==> config.mk <==
export PLATFORM = sky130hd
export DESIGN_NAME = pcg_top
export DESIGN_NICKNAME = d
export VERILOG_FILES = /design/src/design/pcg_pkg.sv /design/src/design/pcg_top.sv
export VERILOG_INCLUDE_DIRS = /design/src /design/src/design
export SDC_FILE = /design/constraint.sdc
export NUM_CORES = 1
export LEC_CHECK = 0
export BUFFER_PORTS_ARGS = -buffer_cell sky130_fd_sc_hd__buf_4
export CAP_MARGIN = 10
export CORE_UTILIZATION = 46
export DETAILED_ROUTE_END_ITERATION = 10
export PLACE_DENSITY = 0.64
export RECOVER_POWER = 50
export SLEW_MARGIN = 5
export SYNTH_ARGS = -nofsm -noshare
export SYNTH_HDL_FRONTEND = slang
export SYNTH_SLANG_ARGS = --single-unit
==> constraint.sdc <==
create_clock -name pclk -period 2.25 [get_ports pclk]
set_input_delay 0.3375 -clock pclk [delete_from_list [all_inputs] [get_ports pclk]]
set_output_delay 0.3375 -clock pclk [all_outputs]
set_load 0.02 [all_outputs]
==> src/design/pcg_params.svh <==
// Register offsets, field positions, reset values and counts for pad/port block
`ifndef PCG_PARAMS_SVH
`define PCG_PARAMS_SVH

// Port geometry
`define PCG_NPINS 12
`define PCG_NWAKE 11
`define PCG_PORT_IRQ_LINE 31

// Register byte offsets: pad config 0x000..0x02C, port block from 0x100
`define PCG_PAD_BASE 12'h000
`define PCG_PORT_DATA 12'h100
`define PCG_PORT_MASK 12'h104
`define PCG_PORT_MDATA 12'h108
`define PCG_PORT_SET 12'h10C
`define PCG_PORT_CLR 12'h110
`define PCG_PORT_TGL 12'h114
`define PCG_PORT_DIR 12'h118
`define PCG_DIR_SET 12'h11C
`define PCG_DIR_CLR 12'h120
`define PCG_DIR_TGL 12'h124
`define PCG_IRQ_EN 12'h128
`define PCG_IRQ_STAT 12'h12C

// Pad config field positions
`define PCG_F_PIN_FUNCTION_SELECT_LO 0
`define PCG_F_MODE_LO 3
`define PCG_F_HYS 5
`define PCG_F_INV 6
`define PCG_F_OD 7
`define PCG_F_I2C_LO 8
`define PCG_F_SINK 10
`define PCG_F_ILO_LO 11
`define PCG_F_IHI_LO 16
`define PCG_PAD_BITS 21

// Reset values: GPIO, no pull; bus pads in bus function; debug pads debug
`define PCG_PAD_RST 21'h000000
`define PCG_PAD_RST_BUS 21'h000001
`define PCG_PAD_RST_DBG 21'h000001

// Glitch filter length in clocks (50 ns at 8 ns per clock, rounded up)
`define PCG_GLITCH_NS 50
`define PCG_CLK_NS 8
`define PCG_GLITCH_CYC ((`PCG_GLITCH_NS + `PCG_CLK_NS - 1) / `PCG_CLK_NS)

`endif

==> src/design/pcg_pkg.sv <==
// Types shared by the pad configuration and port logic
package pcg_pkg;

	// Resistor mode
	typedef enum logic [1:0] {
		PCG_PULL_NONE = 2'h0,
		PCG_PULL_DOWN = 2'h1,
		PCG_PULL_UP = 2'h2,
		PCG_REPEATER = 2'h3
	} pcg_pull_e;

	// Bus pad mode
	typedef enum logic [1:0] {
		PCG_BUS_FILTERED = 2'h0,
		PCG_BUS_PLAIN_OD = 2'h1,
		PCG_BUS_RSVD_A = 2'h2,
		PCG_BUS_RSVD_B = 2'h3
	} pcg_bus_e;

	// One pad's configuration word
	typedef struct packed {
		logic [4:0] sink_current_high_level;
		logic [4:0] sink_current_low_level;
		logic sink_mode;
		pcg_bus_e bus_mode;
		logic open_drain;
		logic invert;
		logic hysteresis;
		pcg_pull_e pull;
		logic [2:0] pin_function_select;
	} pcg_pad_s;

	// Per-pad electrical controls toward the pad ring
	typedef struct packed {
		logic pull_up_en;
		logic pull_down_en;
		logic filter_en;
		logic hysteresis;
		logic sink_mode;
		logic [4:0] sink_level;
	} pcg_padctl_s;

endpackage : pcg_pkg

==> src/design/pcg_top.sv <==
// Pad configuration block and general-purpose port with APB register access
//
// Summary of operation
// - Function code 000 selects port, else peripheral
// - Port direction bit sets GPIO pin direction
// - Peripheral pins take direction from the peripheral
// - Resistor mode: pull-up, pull-down, none, repeater
// - Resistor mode resets to no pull
// - Repeater pulls toward the pin's current level
// - Repeater hold need not survive deep power-down
// - Bus pads: filtered bus or plain open-drain
// - High-drive pads: digital or switched current sink
// - Pad config holds input mode and hysteresis
// - GPIO pins may be set open-drain
// - One write sets or clears many bits
// - Masked, set, clear and whole-port writes
// - Registers answer every access in one cycle
// - Direction bits set, clear and toggle
// - Reset: GPIO inputs, no pull, except four pads
// - Each port bit fixed to its own pin
// - Combined port interrupt drives line 31
// - Pins 0 to 10 drive wake lines 0 to 10
//
// The implementer's own choices: the register addresses and the APB register port.
`timescale 1ns/10ps
`default_nettype none

// Offsets, field positions, reset values and counts
`include "pcg_params.svh"

module pcg_top (
	// Clock and reset
	input wire logic pclk,
	input wire logic presetn,
	// APB slave
	input wire logic psel,
	input wire logic penable,
	input wire logic pwrite,
	input wire logic [11:0] paddr,
	input wire logic [31:0] pwdata,
	output logic [31:0] prdata,
	output logic pready,
	output logic pslverr,
	// Pads
	input wire logic [`PCG_NPINS-1:0] pad_in,
	output logic [`PCG_NPINS-1:0] pad_out,
	output logic [`PCG_NPINS-1:0] pad_oe,
	output var pcg_pkg::pcg_padctl_s [`PCG_NPINS-1:0] pad_ctl,
	// Peripheral side
	input wire logic [`PCG_NPINS-1:0] periph_out,
	input wire logic [`PCG_NPINS-1:0] periph_oe,
	output logic [`PCG_NPINS-1:0] periph_in,
	output logic [`PCG_NPINS-1:0] periph_sel,
	// Power state and interrupt lines
	input wire logic deep_pdn,
	output logic [`PCG_NWAKE-1:0] wake_irq,
	output logic port_irq
);

	// ------------------------------------------------------------
	// Helpers
	// ------------------------------------------------------------

	// High-drive pads: 3, 7, 10, 11
	function automatic logic is_hd(input int i);
		return (i == 3) || (i == 7) || (i == 10) || (i == 11);
	endfunction : is_hd

	// Bus pads 4 and 5
	function automatic logic is_bus(input int i);
		return (i == 4) || (i == 5);
	endfunction : is_bus

	// Debug pads 10 and 11 wake up in their debug function
	function automatic logic is_dbg(input int i);
		return (i == 10) || (i == 11);
	endfunction : is_dbg

	// Glitch filter in use: bus pad, peripheral function, filtered mode
	function automatic logic bus_filt(input int i,
		input pcg_pkg::pcg_pad_s p);
		return is_bus(i) && (p.pin_function_select != 3'h0)
			&& (p.bus_mode == pcg_pkg::PCG_BUS_FILTERED);
	endfunction : bus_filt

	// Write strobe for one register offset
	function automatic logic reg_wr(input logic en, input logic [11:0] a,
		input logic [11:0] off);
		return en && (a == off);
	endfunction : reg_wr

	// Reset value of each pad's config word
	function automatic logic [`PCG_PAD_BITS-1:0] pad_rst(input int i);
		if (is_bus(i)) begin
			return `PCG_PAD_RST_BUS;
		end
		if (is_dbg(i)) begin
			return `PCG_PAD_RST_DBG;
		end
		return `PCG_PAD_RST;
	endfunction : pad_rst

	// ------------------------------------------------------------
	// Register state
	// ------------------------------------------------------------
	pcg_pkg::pcg_pad_s [`PCG_NPINS-1:0] pad_q;
	logic [`PCG_NPINS-1:0] out_q;
	logic [`PCG_NPINS-1:0] dir_q;
	logic [`PCG_NPINS-1:0] mask_q;
	logic [`PCG_NPINS-1:0] irq_en_q;
	logic [`PCG_NPINS-1:0] in_sync_q;
	logic [`PCG_NPINS-1:0] pin_q;
	logic [`PCG_NPINS-1:0] pin_prev_q;
	logic [`PCG_NPINS-1:0] irq_stat_q;
	logic [`PCG_NPINS-1:0] wdat;
	logic wr_en;
	logic rd_en;
	logic [11:0] addr;
	logic [31:0] rdata_d;
	logic hit;

	assign wdat = pwdata[`PCG_NPINS-1:0];
	assign addr = paddr;
	// Single-cycle access: setup then access, ready always high
	assign wr_en = psel && penable && pwrite;
	assign rd_en = psel && !penable && !pwrite;

	// ------------------------------------------------------------
	// Pad configuration registers
	// ------------------------------------------------------------
	genvar gi;
	generate
		for (gi = 0; gi < `PCG_NPINS; gi++) begin : g_pad
			localparam logic [11:0] OFF = 12'(`PCG_PAD_BASE + gi * 4);
			// Config word; bus and sink fields only kept on pads with them
			always_ff @(posedge pclk or negedge presetn) begin
				if (!presetn) begin
					pad_q[gi] <= pcg_pkg::pcg_pad_s'(pad_rst(gi));
				end else if (reg_wr(wr_en, addr, OFF)) begin
					pad_q[gi] <= pcg_pkg::pcg_pad_s'(
						pwdata[`PCG_PAD_BITS-1:0]);
					if (!is_bus(gi)) begin
						pad_q[gi].bus_mode <= pcg_pkg::PCG_BUS_FILTERED;
					end
					if (!is_hd(gi)) begin
						pad_q[gi].sink_mode <= 1'b0;
						pad_q[gi].sink_current_low_level <= 5'h00;
						pad_q[gi].sink_current_high_level <= 5'h00;
					end
				end
			end
		end
	endgenerate

	// ------------------------------------------------------------
	// Port output and direction
	// ------------------------------------------------------------

	// Output latch: whole, masked, set, clear and toggle writes
	// Reads of the data word show pins, so SET reads back this latch
	always_ff @(posedge pclk or negedge presetn) begin
		if (!presetn) begin
			out_q <= '0;
		end else if (wr_en) begin
			unique case (addr)
				`PCG_PORT_DATA: out_q <= wdat;
				`PCG_PORT_MDATA: out_q <= (out_q & mask_q) | (wdat & ~mask_q);
				`PCG_PORT_SET: out_q <= out_q | wdat;
				`PCG_PORT_CLR: out_q <= out_q & ~wdat;
				`PCG_PORT_TGL: out_q <= out_q ^ wdat;
				default: out_q <= out_q;
			endcase
		end
	end

	// Mask: set bits protect output bits from masked writes
	always_ff @(posedge pclk or negedge presetn) begin
		if (!presetn) begin
			mask_q <= '0;
		end else if (reg_wr(wr_en, addr, `PCG_PORT_MASK)) begin
			mask_q <= wdat;
		end
	end

	// Direction: 1 = output; whole, set, clear, toggle
	always_ff @(posedge pclk or negedge presetn) begin
		if (!presetn) begin
			dir_q <= '0;
		end else if (wr_en) begin
			unique case (addr)
				`PCG_PORT_DIR: dir_q <= wdat;
				`PCG_DIR_SET: dir_q <= dir_q | wdat;
				`PCG_DIR_CLR: dir_q <= dir_q & ~wdat;
				`PCG_DIR_TGL: dir_q <= dir_q ^ wdat;
				default: dir_q <= dir_q;
			endcase
		end
	end

	// Interrupt enable per pin
	always_ff @(posedge pclk or negedge presetn) begin
		if (!presetn) begin
			irq_en_q <= '0;
		end else if (reg_wr(wr_en, addr, `PCG_IRQ_EN)) begin
			irq_en_q <= wdat;
		end
	end

	// ------------------------------------------------------------
	// Input path: register, bus-pad glitch filter, edge flags
	// ------------------------------------------------------------
	always_ff @(posedge pclk or negedge presetn) begin
		if (!presetn) begin
			in_sync_q <= '0;
			pin_prev_q <= '0;
		end else begin
			in_sync_q <= pad_in;
			pin_prev_q <= pin_q;
		end
	end

	// Filter counters; only bus pads in filtered bus mode use them
	generate
		for (gi = 0; gi < `PCG_NPINS; gi++) begin : g_in
			logic [3:0] flt_q;
			logic filt;
			logic lvl;
			// Level handed on, inversion applied before filtering
			assign lvl = in_sync_q[gi] ^ pad_q[gi].invert;
			assign filt = bus_filt(gi, pad_q[gi]);
			// Filtered level only passes after staying stable for the filter time
			always_ff @(posedge pclk or negedge presetn) begin
				if (!presetn) begin
					flt_q <= 4'h0;
					pin_q[gi] <= 1'b0;
				end else if (!filt || lvl == pin_q[gi]) begin
					flt_q <= 4'h0;
					pin_q[gi] <= lvl;
				end else if (flt_q == 4'(`PCG_GLITCH_CYC - 1)) begin
					flt_q <= 4'h0;
					pin_q[gi] <= lvl;
				end else begin
					flt_q <= flt_q + 4'h1;
				end
			end
		end
	endgenerate

	// Sticky edge status; a new edge wins over a write-one clear
	// so an edge landing on the clear cycle is never lost
	always_ff @(posedge pclk or negedge presetn) begin
		if (!presetn) begin
			irq_stat_q <= '0;
		end else begin
			irq_stat_q <= (irq_stat_q
				& ~(reg_wr(wr_en, addr, `PCG_IRQ_STAT) ? wdat : '0))
				| ((pin_q ^ pin_prev_q) & irq_en_q);
		end
	end

	// ------------------------------------------------------------
	// Pad drive and controls, registered so outputs come from flops
	// ------------------------------------------------------------
	generate
		for (gi = 0; gi < `PCG_NPINS; gi++) begin : g_drv
			logic gpio;
			logic drv;
			logic oe;
			logic rep;
			logic raw;
			assign gpio = pad_q[gi].pin_function_select == 3'h0;
			// Repeater follows the raw pad level, not the inverted one
			assign raw = in_sync_q[gi];
			assign drv = gpio ? out_q[gi] : periph_out[gi];
			// Open drain: only drive low
			always_comb begin
				if (gpio) begin
					oe = dir_q[gi];
				end else begin
					oe = periph_oe[gi];
				end
				if (gpio && pad_q[gi].open_drain) begin
					oe = dir_q[gi] && !out_q[gi];
				end
				if (!gpio && is_bus(gi)) begin
					oe = periph_oe[gi] && !periph_out[gi];
				end
			end
			// Repeater stops holding while in deep power-down
			assign rep = pad_q[gi].pull == pcg_pkg::PCG_REPEATER && !deep_pdn;
			always_ff @(posedge pclk or negedge presetn) begin
				if (!presetn) begin
					pad_out[gi] <= 1'b0;
					pad_oe[gi] <= 1'b0;
					pad_ctl[gi] <= '0;
					periph_in[gi] <= 1'b0;
					periph_sel[gi] <= 1'b0;
				end else begin
					pad_out[gi] <= drv;
					pad_oe[gi] <= oe;
					pad_ctl[gi].pull_up_en <= (pad_q[gi].pull
						== pcg_pkg::PCG_PULL_UP) || (rep && raw);
					pad_ctl[gi].pull_down_en <= (pad_q[gi].pull
						== pcg_pkg::PCG_PULL_DOWN) || (rep && !raw);
					pad_ctl[gi].filter_en <= bus_filt(gi, pad_q[gi]);
					pad_ctl[gi].hysteresis <= pad_q[gi].hysteresis;
					pad_ctl[gi].sink_mode <= pad_q[gi].sink_mode;
					pad_ctl[gi].sink_level <= drv
						? pad_q[gi].sink_current_high_level
						: pad_q[gi].sink_current_low_level;
					periph_in[gi] <= gpio ? 1'b0 : pin_q[gi];
					periph_sel[gi] <= !gpio;
				end
			end
		end
	endgenerate

	// Interrupt and wake lines
	always_ff @(posedge pclk or negedge presetn) begin
		if (!presetn) begin
			port_irq <= 1'b0;
			wake_irq <= '0;
		end else begin
			port_irq <= |irq_stat_q;
			wake_irq <= pin_q[`PCG_NWAKE-1:0];
		end
	end

	// ------------------------------------------------------------
	// APB read mux and response
	// ------------------------------------------------------------
	always_comb begin
		rdata_d = 32'h0000_0000;
		hit = 1'b1;
		unique case (addr)
			`PCG_PORT_DATA: rdata_d[`PCG_NPINS-1:0] = pin_q;
			`PCG_PORT_MASK: rdata_d[`PCG_NPINS-1:0] = mask_q;
			`PCG_PORT_MDATA: rdata_d[`PCG_NPINS-1:0] = pin_q & ~mask_q;
			`PCG_PORT_SET: rdata_d[`PCG_NPINS-1:0] = out_q;
			`PCG_PORT_DIR: rdata_d[`PCG_NPINS-1:0] = dir_q;
			`PCG_IRQ_EN: rdata_d[`PCG_NPINS-1:0] = irq_en_q;
			`PCG_IRQ_STAT: rdata_d[`PCG_NPINS-1:0] = irq_stat_q;
			`PCG_PORT_CLR, `PCG_PORT_TGL, `PCG_DIR_SET, `PCG_DIR_CLR,
			`PCG_DIR_TGL: rdata_d = 32'h0000_0000;
			default: begin
				hit = 1'b0;
				for (int i = 0; i < `PCG_NPINS; i++) begin
					if (addr == 12'(`PCG_PAD_BASE + i * 4)) begin
						rdata_d[`PCG_PAD_BITS-1:0] = pad_q[i];
						hit = 1'b1;
					end
				end
			end
		endcase
	end

	// Read data latched in setup; pready stays high so access is one cycle
	always_ff @(posedge pclk or negedge presetn) begin
		if (!presetn) begin
			prdata <= 32'h0000_0000;
			pslverr <= 1'b0;
			pready <= 1'b0;
		end else begin
			// No wait states: every access finishes in its first cycle
			pready <= 1'b1;
			pslverr <= psel && !penable && !hit;
			// A refused access of either direction leaves zero read data
			if (rd_en || (psel && !penable && !hit)) begin
				prdata <= rdata_d;
			end
		end
	end

endmodule : pcg_top

`default_nettype wire

==> flow_metrics.tcl, run 1 <==
set metrics [dict create \
    synth_edf_count 0 \
    cp_max_fo 6 \
    worst_slew_pin_slew_ns 1.67 \
    initial_core_util 0.469 \
    switchingPower_mw 3.78 \
    p_int_mw 11.4 \
    cts_resized 0 \
    synth_common_cells "dfrtp_1 (378), nand2_1 (196), o21ai_0 (170)" \
    num_io_pins 300 \
    antenna_found_initial 3 \
    crit_required_ns 2.72 \
    yosysTopAreaCellShare 0.519 \
    cts_max_path_buffers 3 \
    grt_pass1_wl_mm 92.4 \
    period_needed_ns 2.11 \
    p_per_area_nw_per_um2 658 \
    synth-seq-cells 382 \
    syn_area_per_cell_um2 10.7 \
    drt-met1-wl_mm 25.9 \
    coreArea_um2 38800 \
    dr.pass1.iters 7 \
    die_h_um 201 \
    fp.dieArea_um2 40400 \
    cts-root-buf "clkbuf_16" \
    layout-area-overhead-vs-synth_pct 26.8 \
    layout_setup_ws_ns 0.141 \
    syn_inst 1702 \
    die_w_um 201 \
    path_clk_slew_ns 0.06 \
    synth.most_common_cell "dfrtp_1" \
    ys_seq_area_frac 0.525 \
    hold_violations 0 \
    final_layout_size_suffix_gt1_frac 0.278 \
    top_register "pad_q" \
    slew_viol_final 52 \
    yosysWarnings 0 \
    worst_ep_arrival_time_ns 2.58 \
    portBuffers 219 \
    power_mw 15.2 \
    cts_buffers 42 \
    combPwrFrac 0.079 \
    worstSetupStartpointType "register" \
    htreeDepth 2 \
    grt_use_total 0.305 \
    grt_max_degree 63 \
    met3_length_mm 4.24 \
    cts_tree "yes" \
    timing.final.crit_share 0.937 \
    mappedNetlistArea_um2 18200 \
    final.setup_skew_ns 0.0267 \
    grt_pass1_vias 14800 \
    fillCellCount 3302 \
    gp_congestion 0.995 \
    ant_nets 0 \
    num_rows 72 \
    synth_cell_type_count 86 \
    reg.largest.list "pad_q x144, pad_ctl x62, prdata x21" \
    p_sw_frac 0.249 \
    synthArstFlopShare 1.00 \
    layout.cells.non_filler 2638 \
    yosys-top-cells-area "dfrtp_1 (52%), o21ai_0 (4.7%), nand2_1 (4.0%), mux2_2 (3.6%), ha_1 (3.6%)" \
    nets 2227 \
    synth-main-ff-cell "dfrtp_1" \
    rsz0062_at_grt "false" \
    final_util 0.595 \
    end_kind "register" \
    setup.worst_path.class "reg2reg" \
    drt-total-wl_mm 61.1 \
    cts_sinks 382 \
    dp_slack_ns -0.169 \
    setup_viol 0 \
    overflow 0 \
    fmax_mhz 474 \
    finish.instance_area_um2 23100 \
    hold_path_class "in2reg" \
    yosys.area.top_type "dfrtp_1" \
    top_layer "met5" \
    ir_worst_vdd_mv 0.580 \
    status "finished with violations" \
    wire_per_inst_um 23.2 \
    violations "max-capacitance violations, max-slew violations" \
    p_clk_frac 0.457 \
    p_leak_nw 11.2 \
    vias_per_cell 5.57 \
    drt_iter0_markers 1177 \
    drc 0 \
    dp.cells 2529 \
    power_frac_seq 0.464 \
    placed_area_um2 21400 \
    place_hpwl_mm 44.8 \
    max-cap-violations 1 \
    vias 14700 \
    largest_reg_flops 144 \
    maxSlewHeadroom -0.117 \
    clk_latency_ns 0.59 \
    post-cts-setup-buffer-count 0 \
    wl_met2_mm 28.9 \
]
## per-layer routing
| metal | global-route usage | up-vias |
|---|---|---|
| met5 | 0 | - |
| met4 | 0.109 | 2 |
| met3 | 0.0506 | 134 |
| met2 | 0.492 | 604 |
| met1 | 0.417 | 7325 |
| li1 | - | 6639 |
## repair_timing
item,4_1_cts,5_1_grt
endpoints found under the hold margin,92,0
hold buffers,34,0
setup endpoints to repair,0,0
## worst paths after layout
check	from	to	slack (ns)	depth (start not counted)
worst min-delay path	periph_out[4]	pad_out[4]	0.01	2
min in group asynchronous	presetn	periph_sel[8]	0.74	2
worst min register to register	pad_q[241]	pad_ctl[115]	0.40	0
worst max register to register	pad_q[65]	pad_ctl[34]	0.14	5
max in group asynchronous	presetn	pad_q[210]	0.33	3
worst max-delay path	pad_q[65]	pad_ctl[34]	0.14	5
## through the flow
stage | setup TNS (ns) | hold WS (ns)
floorplan | 0 | 0.0419
global placement | -3.02 | 0.328
detailed placement | -3.51 | 0.325
CTS | 0 | 0.000373
global route | 0 | 0.00691
finish | 0 | 0.0135
## layout make-up
class / count / area [um2] / area share
diodes: 1 / 2.50 / 0.000108
multi-input cells: 1154 / 7560 / 0.328
clock buffers: 58 / 1210 / 0.0525
clock inverters: 16 / 179 / 0.00775
well taps: 518 / 648 / 0.0281
flip-flops and latches: 382 / 9560 / 0.414
repair buffers: 447 / 3690 / 0.160
inverters: 62 / 233 / 0.0101
## cell usage in the layout, fill, tap and decap left out, types with 42 or more instances in the layout
master and n:
clkbuf_16 42, nand2_1 196, nor2_1 86, inv_1 62, mux2_2 59, conb_1 70, buf_4 361, dfrtp_1 378
ha_1 52, a21oi_1 46, o21ai_0 170
## power by group through the flow
stage | combinational (mW) | clock, mW | sequential (mW)
floorplan | 0.564 | 0 | 7.19
global placement | 1.14 | 0 | 7.18
detailed placement | 1.16 | 0 | 7.18
CTS | 1.22 | 7.04 | 7.05
global route | 1.29 | 7.32 | 7.06
finish | 1.20 | 6.94 | 7.06
## worst max-delay path, stage by stage (launching register included)
cell and delay (ns):
dfrtp_1 0.40, nor3_1 0.24, clkbuf_1 0.45, mux2i_1 0.26
buf_4 0.28, mux2_2 0.38
## cell families (layout without fill, tap and decap cells)
kind of cell,count (synthesis),count (layout),share of synthesized area
multiplexers,116,116,0.0770
flip-flops,382,382,0.525
adder cells (fa/ha/maj),52,52,0.0357
XOR/XNOR,31,31,0.0149
other,2,71,0.000412
AND/OR/NAND/NOR,438,438,0.117
AO/OA/AOI/OAI,447,447,0.157
buffers and inverters,234,583,0.0736
No activity file was read; power rests on OpenSTA's default activity.
==> inputs of run 2 (changes only) <==
==> constraint.sdc (replaced) <==
create_clock -name pclk -period 2.4 [get_ports pclk]
set_input_delay 0.36 -clock pclk [delete_from_list [all_inputs] [get_ports pclk]]
set_output_delay 0.36 -clock pclk [all_outputs]
set_load 0.02 [all_outputs]
==> run 2 against run 1 <==
  * The run now ends clean
  * Total power shrank 7.3%
  * First-iteration DRC count grew 17%
  * Clock-buffer cell count grew 9
  * Sequential power shrank 6.4%
  * Critical path depth is the same
  * Flip-flop and latch count is the same
  * Die area is the same
  * Worst hold slack gained 0.0011 ns
==> flow_metrics.tcl, run 2 (same netlist as run 1, synthesis figures left out) <==
set metrics [dict create \
    fp.dieArea_um2 40400 \
    p_leak_nw 10.9 \
    crit_slowest_cell "clkbuf_1" \
    drt_iter0_markers 1374 \
    cts_resized 0 \
    num_rows 72 \
    r2r-start "pad_q[65]" \
    ant_nets 0 \
    slowest_delay_ns 0.42 \
    layout_setup_ws_ns 0.333 \
    vias 14500 \
    worstSetupStartpointType "register" \
    setup_viol 0 \
    grt_pass1_wl_mm 89.8 \
    antenna_found_initial 3 \
    drc 0 \
    nets 2183 \
    dp_slack_ns -0.0561 \
    worst_ep_arrival_time_ns 2.54 \
    crit_chain "nor3_1 -> clkbuf_1 -> mux2i_1 -> buf_4 -> mux2_2" \
    die_h_um 201 \
    cts_buffers 42 \
    crit_required_ns 2.87 \
    layout_commonest_cell "dfrtp_1" \
    reg.largest.list "pad_q x144, pad_ctl x62, prdata x21" \
    fillCellCount 3314 \
    grt_pass1_vias 14300 \
    dr.pass1.iters 6 \
    final_cell_mix "dfrtp_1 (378), buf_4 (339), nand2_1 (196)" \
    htreeDepth 2 \
    drt-total-wl_mm 59.8 \
    maxSlewHeadroom 0.227 \
    slew_viol_final 0 \
    layout-area-overhead-vs-synth_pct 24.0 \
    setup.worst_path.class "reg2reg" \
    hold_path_class "in2reg" \
    r2r-end "pad_ctl[32]" \
    cts-root-buf "clkbuf_16" \
    timing.final.crit_share 0.861 \
    cts_tree "yes" \
    vias_per_cell 5.58 \
    status "finished, final reports clean" \
    r2r_slack_ns 0.33 \
    grt_use_total 0.299 \
    coreArea_um2 38800 \
    portBuffers 219 \
    cp_top_family "buffers and inverters" \
    cts_max_path_buffers 3 \
    clk_latency_ns 0.60 \
    cp_num_buf_inv 2 \
    max-cap-violations 0 \
    final.setup_skew_ns 0.0465 \
    holdWs_ns 0.0146 \
    rsz0062_at_grt "false" \
    num_io_pins 300 \
    cp_max_fo 6 \
    hold_violations 0 \
    ir_worst_vdd_mv 0.744 \
    hold_path_startpoint "periph_out[2]" \
    overflow 0 \
    largest_reg_flops 144 \
    period_needed_ns 2.07 \
    worst_slew_pin_slew_ns 1.16 \
    cts_sinks 382 \
    initial_core_util 0.469 \
    grt_max_degree 62 \
    ff2ff_path_depth 5 \
    die_w_um 201 \
    place_hpwl_mm 44.1 \
    gp_congestion 0.967 \
    hold_depth 2 \
    path_clk_slew_ns 0.06 \
    fmax_mhz 484 \
    final_layout_size_suffix_gt1_frac 0.267 \
    min_to "pad_out[2]" \
    p_per_area_nw_per_um2 624 \
    top_register "pad_q" \
    wire_per_inst_um 23.0 \
    end_kind "register" \
]
[run 2: cell count changes in the layout (fill, tap and decap cells not counted), moves of 2 or more]
cell / delta
dlygate4sd3_1: -16
buf_4: -22
clkinv_2: -5
clkbuf_8: +3
inv_16: -2
buf_6: -2
buf_12: -8
clkbuf_1: +11
clkbuf_2: -2
bufinv_16: -2
[run 2: metal layers]
| metal | part of all wire | up-vias | GRT usage |
|---|---|---|---|
| met1 | 0.42 | 7184 | 0.409 |
| li1 | - | 6552 | - |
| met3 | 0.078 | 131 | 0.0644 |
| met5 | 0 | - | 0 |
| met4 | 0.037 | 0 | 0.116 |
| met2 | 0.46 | 635 | 0.465 |
[run 2: worst max-delay path by stage]
stage | depth (start not counted) | start | end | slack (ns)
floorplan | 7 | paddr[6] | pad_q[243] | 0.26
global placement | 10 | paddr[9] | prdata[2] | -0.10
detailed placement | 10 | paddr[9] | prdata[2] | -0.06
CTS | 7 | pad_q[150] | prdata[3] | 0.43
global route | 3 | presetn | pad_ctl[119] | 0.24
finish | 5 | pad_q[65] | pad_ctl[32] | 0.33
[run 2: power breakdown]
group,switching (mW),internal (mW)
sequential,0.0884,6.52
combinational,0.711,0.370
clock,2.73,3.67
total,3.52,10.6
[run 2: layout make-up]
class                           count  area [um2]  area share
Sequential cell                   382        9560       0.423
Multi-Input combinational cell   1154        7560       0.335
Antenna cell                        2        5.00    0.000222
Tap cell                          518         648      0.0287
Timing Repair Buffer              403        3200       0.142
Clock inverter                     10         101     0.00449
Clock buffer                       67        1270      0.0564
Inverter                           62         233      0.0103
[run 2: worst register-to-register path, delay by kind of cell, from the launching register on]
family                 cells  cell delay, ns
muxes                      2            0.67
DFF                        1            0.40
buffers and inverters      2            0.68
and+or+nand+nor            1            0.21
[run 2: repair_timing]
item,CTS,global route
endpoints found under the hold margin,67,0
buffers inserted,0,0
hold buffers,18,0
[run 2: through the flow]
| stage | power (mW) | std cells | setup TNS (ns) | area [um2] | util |
|---|---|---|---|---|---|
| 6_report | 14.1 | 2598 | 0 | 22600 | 0.582 |
| 3_3_place_gp | 7.78 | 2501 | -0.133 | 21100 | 0.544 |
| 2_1_floorplan | 7.27 | 1770 | 0 | 18500 | - |
| 5_1_grt | 14.6 | 2597 | 0 | 22600 | 0.582 |
| 3_5_place_dp | 7.79 | 2501 | -0.173 | 21100 | 0.544 |
| 4_1_cts | 14.2 | 2596 | 0 | 22700 | 0.584 |
==> inputs of run 3 (changes only) <==
--- a/config.mk
+++ b/config.mk
@@ -8,9 +8,9 @@
 export LEC_CHECK = 0
 export BUFFER_PORTS_ARGS = -buffer_cell sky130_fd_sc_hd__buf_4
 export CAP_MARGIN = 10
-export CORE_UTILIZATION = 46
+export CORE_UTILIZATION = 57
 export DETAILED_ROUTE_END_ITERATION = 10
-export PLACE_DENSITY = 0.64
+export PLACE_DENSITY = 0.78
 export RECOVER_POWER = 50
 export SLEW_MARGIN = 5
 export SYNTH_ARGS = -nofsm -noshare
==> run 3 against run 2 <==
  * Non-clock buffer count fell by 5
  * Via count rose by 2.7%
  * Total power rose by 0.58%
  * Die area fell by 19%
  * Worst setup slack improved by 0.052 ns
  * Sequential share of layout area rose by 0.31 points
  * Clock skew fell by 0.024 ns
  * Flip-flop and latch count did not move
  * Final cell count fell by 5.0%
  * Sequential power barely moved
  * Global-route usage rose by 6.4 points
  * Core utilization rose by 13 points
==> flow_metrics.tcl, run 3 (same netlist as run 1, synthesis figures left out) <==
set metrics [dict create \
    worst_slew_pin_slew_ns 1.18 \
    met2_usage 0.579 \
    vias 14900 \
    cts_max_path_buffers 3 \
    drt-total-wl_mm 58.6 \
    portBuffers 219 \
    max-cap-violations 0 \
    layout_commonest_cell "dfrtp_1" \
    post-cts-setup-buffer-count 0 \
    grt_use_total 0.363 \
    slew_viol_final 0 \
    drc 0 \
    initial_core_util 0.579 \
    status "finished, final reports clean" \
    fp.dieArea_um2 32700 \
    hold_path_class "in2reg" \
    ir_worst_vdd_mv 0.562 \
    fin_tns_setup_ns 0 \
    num_io_pins 300 \
    power_mw 14.2 \
    place_hpwl_mm 42.1 \
    cts_tree "yes" \
    final_cell_mix "dfrtp_1 (378), buf_4 (340), nand2_1 (196)" \
    worst_ep_arrival_time_ns 2.44 \
    dr.pass1.iters 5 \
    largest_reg_flops 144 \
    top_register "pad_q" \
    crit_slowest_cell "clkbuf_1" \
    antenna-diode-count 0 \
    fmax_mhz 496 \
    die_h_um 181 \
    setup.worst_path.class "reg2reg" \
    drt_iter0_markers 1522 \
    htreeDepth 2 \
    clk_latency_ns 0.55 \
    p_leak_nw 10.9 \
    nets 2176 \
    grtUsageMet3 0.0710 \
    overflow 0 \
    cp_max_fo 6 \
    vias_per_cell 6.03 \
    cts_hold_buf 13 \
    slowest_delay_ns 0.41 \
    p_per_area_nw_per_um2 632 \
    grt-busiest-layer "met2" \
    grt_pass1_wl_mm 89.7 \
    setup_viol 0 \
    final_layout_size_suffix_gt1_frac 0.270 \
    hold_violations 0 \
    gp_congestion 0.976 \
    ant_nets 0 \
    grt_max_degree 77 \
    rsz0062_at_grt "false" \
    final_util 0.713 \
    cp_num_buf_inv 2 \
    timing.final.crit_share 0.840 \
    period_needed_ns 2.02 \
    layout-area-overhead-vs-synth_pct 23.1 \
    coreArea_um2 31500 \
    antenna_found_initial 0 \
    maxSlewHeadroom 0.211 \
    cts_buffers 40 \
    die_w_um 181 \
    cts_resized 0 \
    wire_per_inst_um 23.7 \
    cp_top_family "buffers and inverters" \
    reg.largest.list "pad_q x144, pad_ctl x62, prdata x21" \
    worstSetupStartpointType "register" \
    cts-root-buf "clkbuf_16" \
    grt_pass1_vias 15000 \
    path_clk_slew_ns 0.06 \
    crit_required_ns 2.82 \
    cts_sinks 382 \
    final.setup_skew_ns 0.0223 \
    crit_chain "nor3_1 -> clkbuf_1 -> mux2i_1 -> buf_4 -> mux2_2" \
    globalRouteMet1Util 0.485 \
    num_rows 65 \
    end_kind "register" \
]
==> run 3: cell count changes in the layout (fill, tap and decap cells not counted), moves of 2 or more <==
cell           before  now
bufinv_16           0    4
clkinvlp_4          3    0
clkbuf_1           27   17
clkinv_2            3    6
dlygate4sd3_1      18   13
clkbuf_4           12   14
diode_2             2    0
buf_6               0    2
clkbuf_8           13   10
buf_12             15   17
==> run 3: where the power goes <==
part / internal (mW) / total (mW) / switching [mW]
Combinational: 0.381 / 1.09 / 0.706
Sequential: 6.52 / 6.61 / 0.0913
Clock: 3.87 / 6.47 / 2.59
Total: 10.8 / 14.2 / 3.39
==> run 3: layer usage <==
metal / vias up / wire (um) / part of all wire
li1: 6537 / - / -
met1: 7378 / 23100 / 0.39
met2: 818 / 27600 / 0.47
met3: 163 / 5410 / 0.092
met4: 0 / 2520 / 0.043
met5: - / 0 / 0
==> run 3: worst paths after layout <==
check | from | to | slack (ns) | cells past startpoint
max | pad_q[65] | pad_ctl[31] | 0.38 | 5
min | periph_oe[8] | pad_oe[8] | 0.05 | 2
max reg2reg | pad_q[65] | pad_ctl[31] | 0.38 | 5
min reg2reg | pad_q[26] | pad_ctl[16] | 0.42 | 0
max in group asynchronous | presetn | pad_q[220] | 0.46 | 4
min in group asynchronous | presetn | g_in[5].flt_q[2] | 0.62 | 2
==> run 3: final cells by class <==
type | count | area (um2)
Sequential cell | 382 | 9560
Multi-Input combinational cell | 1154 | 7560
Inverter | 62 | 233
Clock buffer | 58 | 1190
Timing Repair Buffer | 398 | 3200
Clock inverter | 13 | 176
Fill cell | 2283 | 9040
Tap cell | 402 | 503
==> run 3: per-stage QoR <==
stage / cell area, um2 / cells / worst slack (ns) / hold WS (ns)
floorplan: 18500 / 1770 / 0.259 / 0.0644
global placement: 21000 / 2385 / -0.0546 / 0.289
detailed placement: 21000 / 2385 / -0.0548 / 0.291
CTS: 22500 / 2469 / 0.424 / 0.0404
global route: 22400 / 2469 / 0.196 / 0.0519
finish: 22400 / 2469 / 0.385 / 0.0520
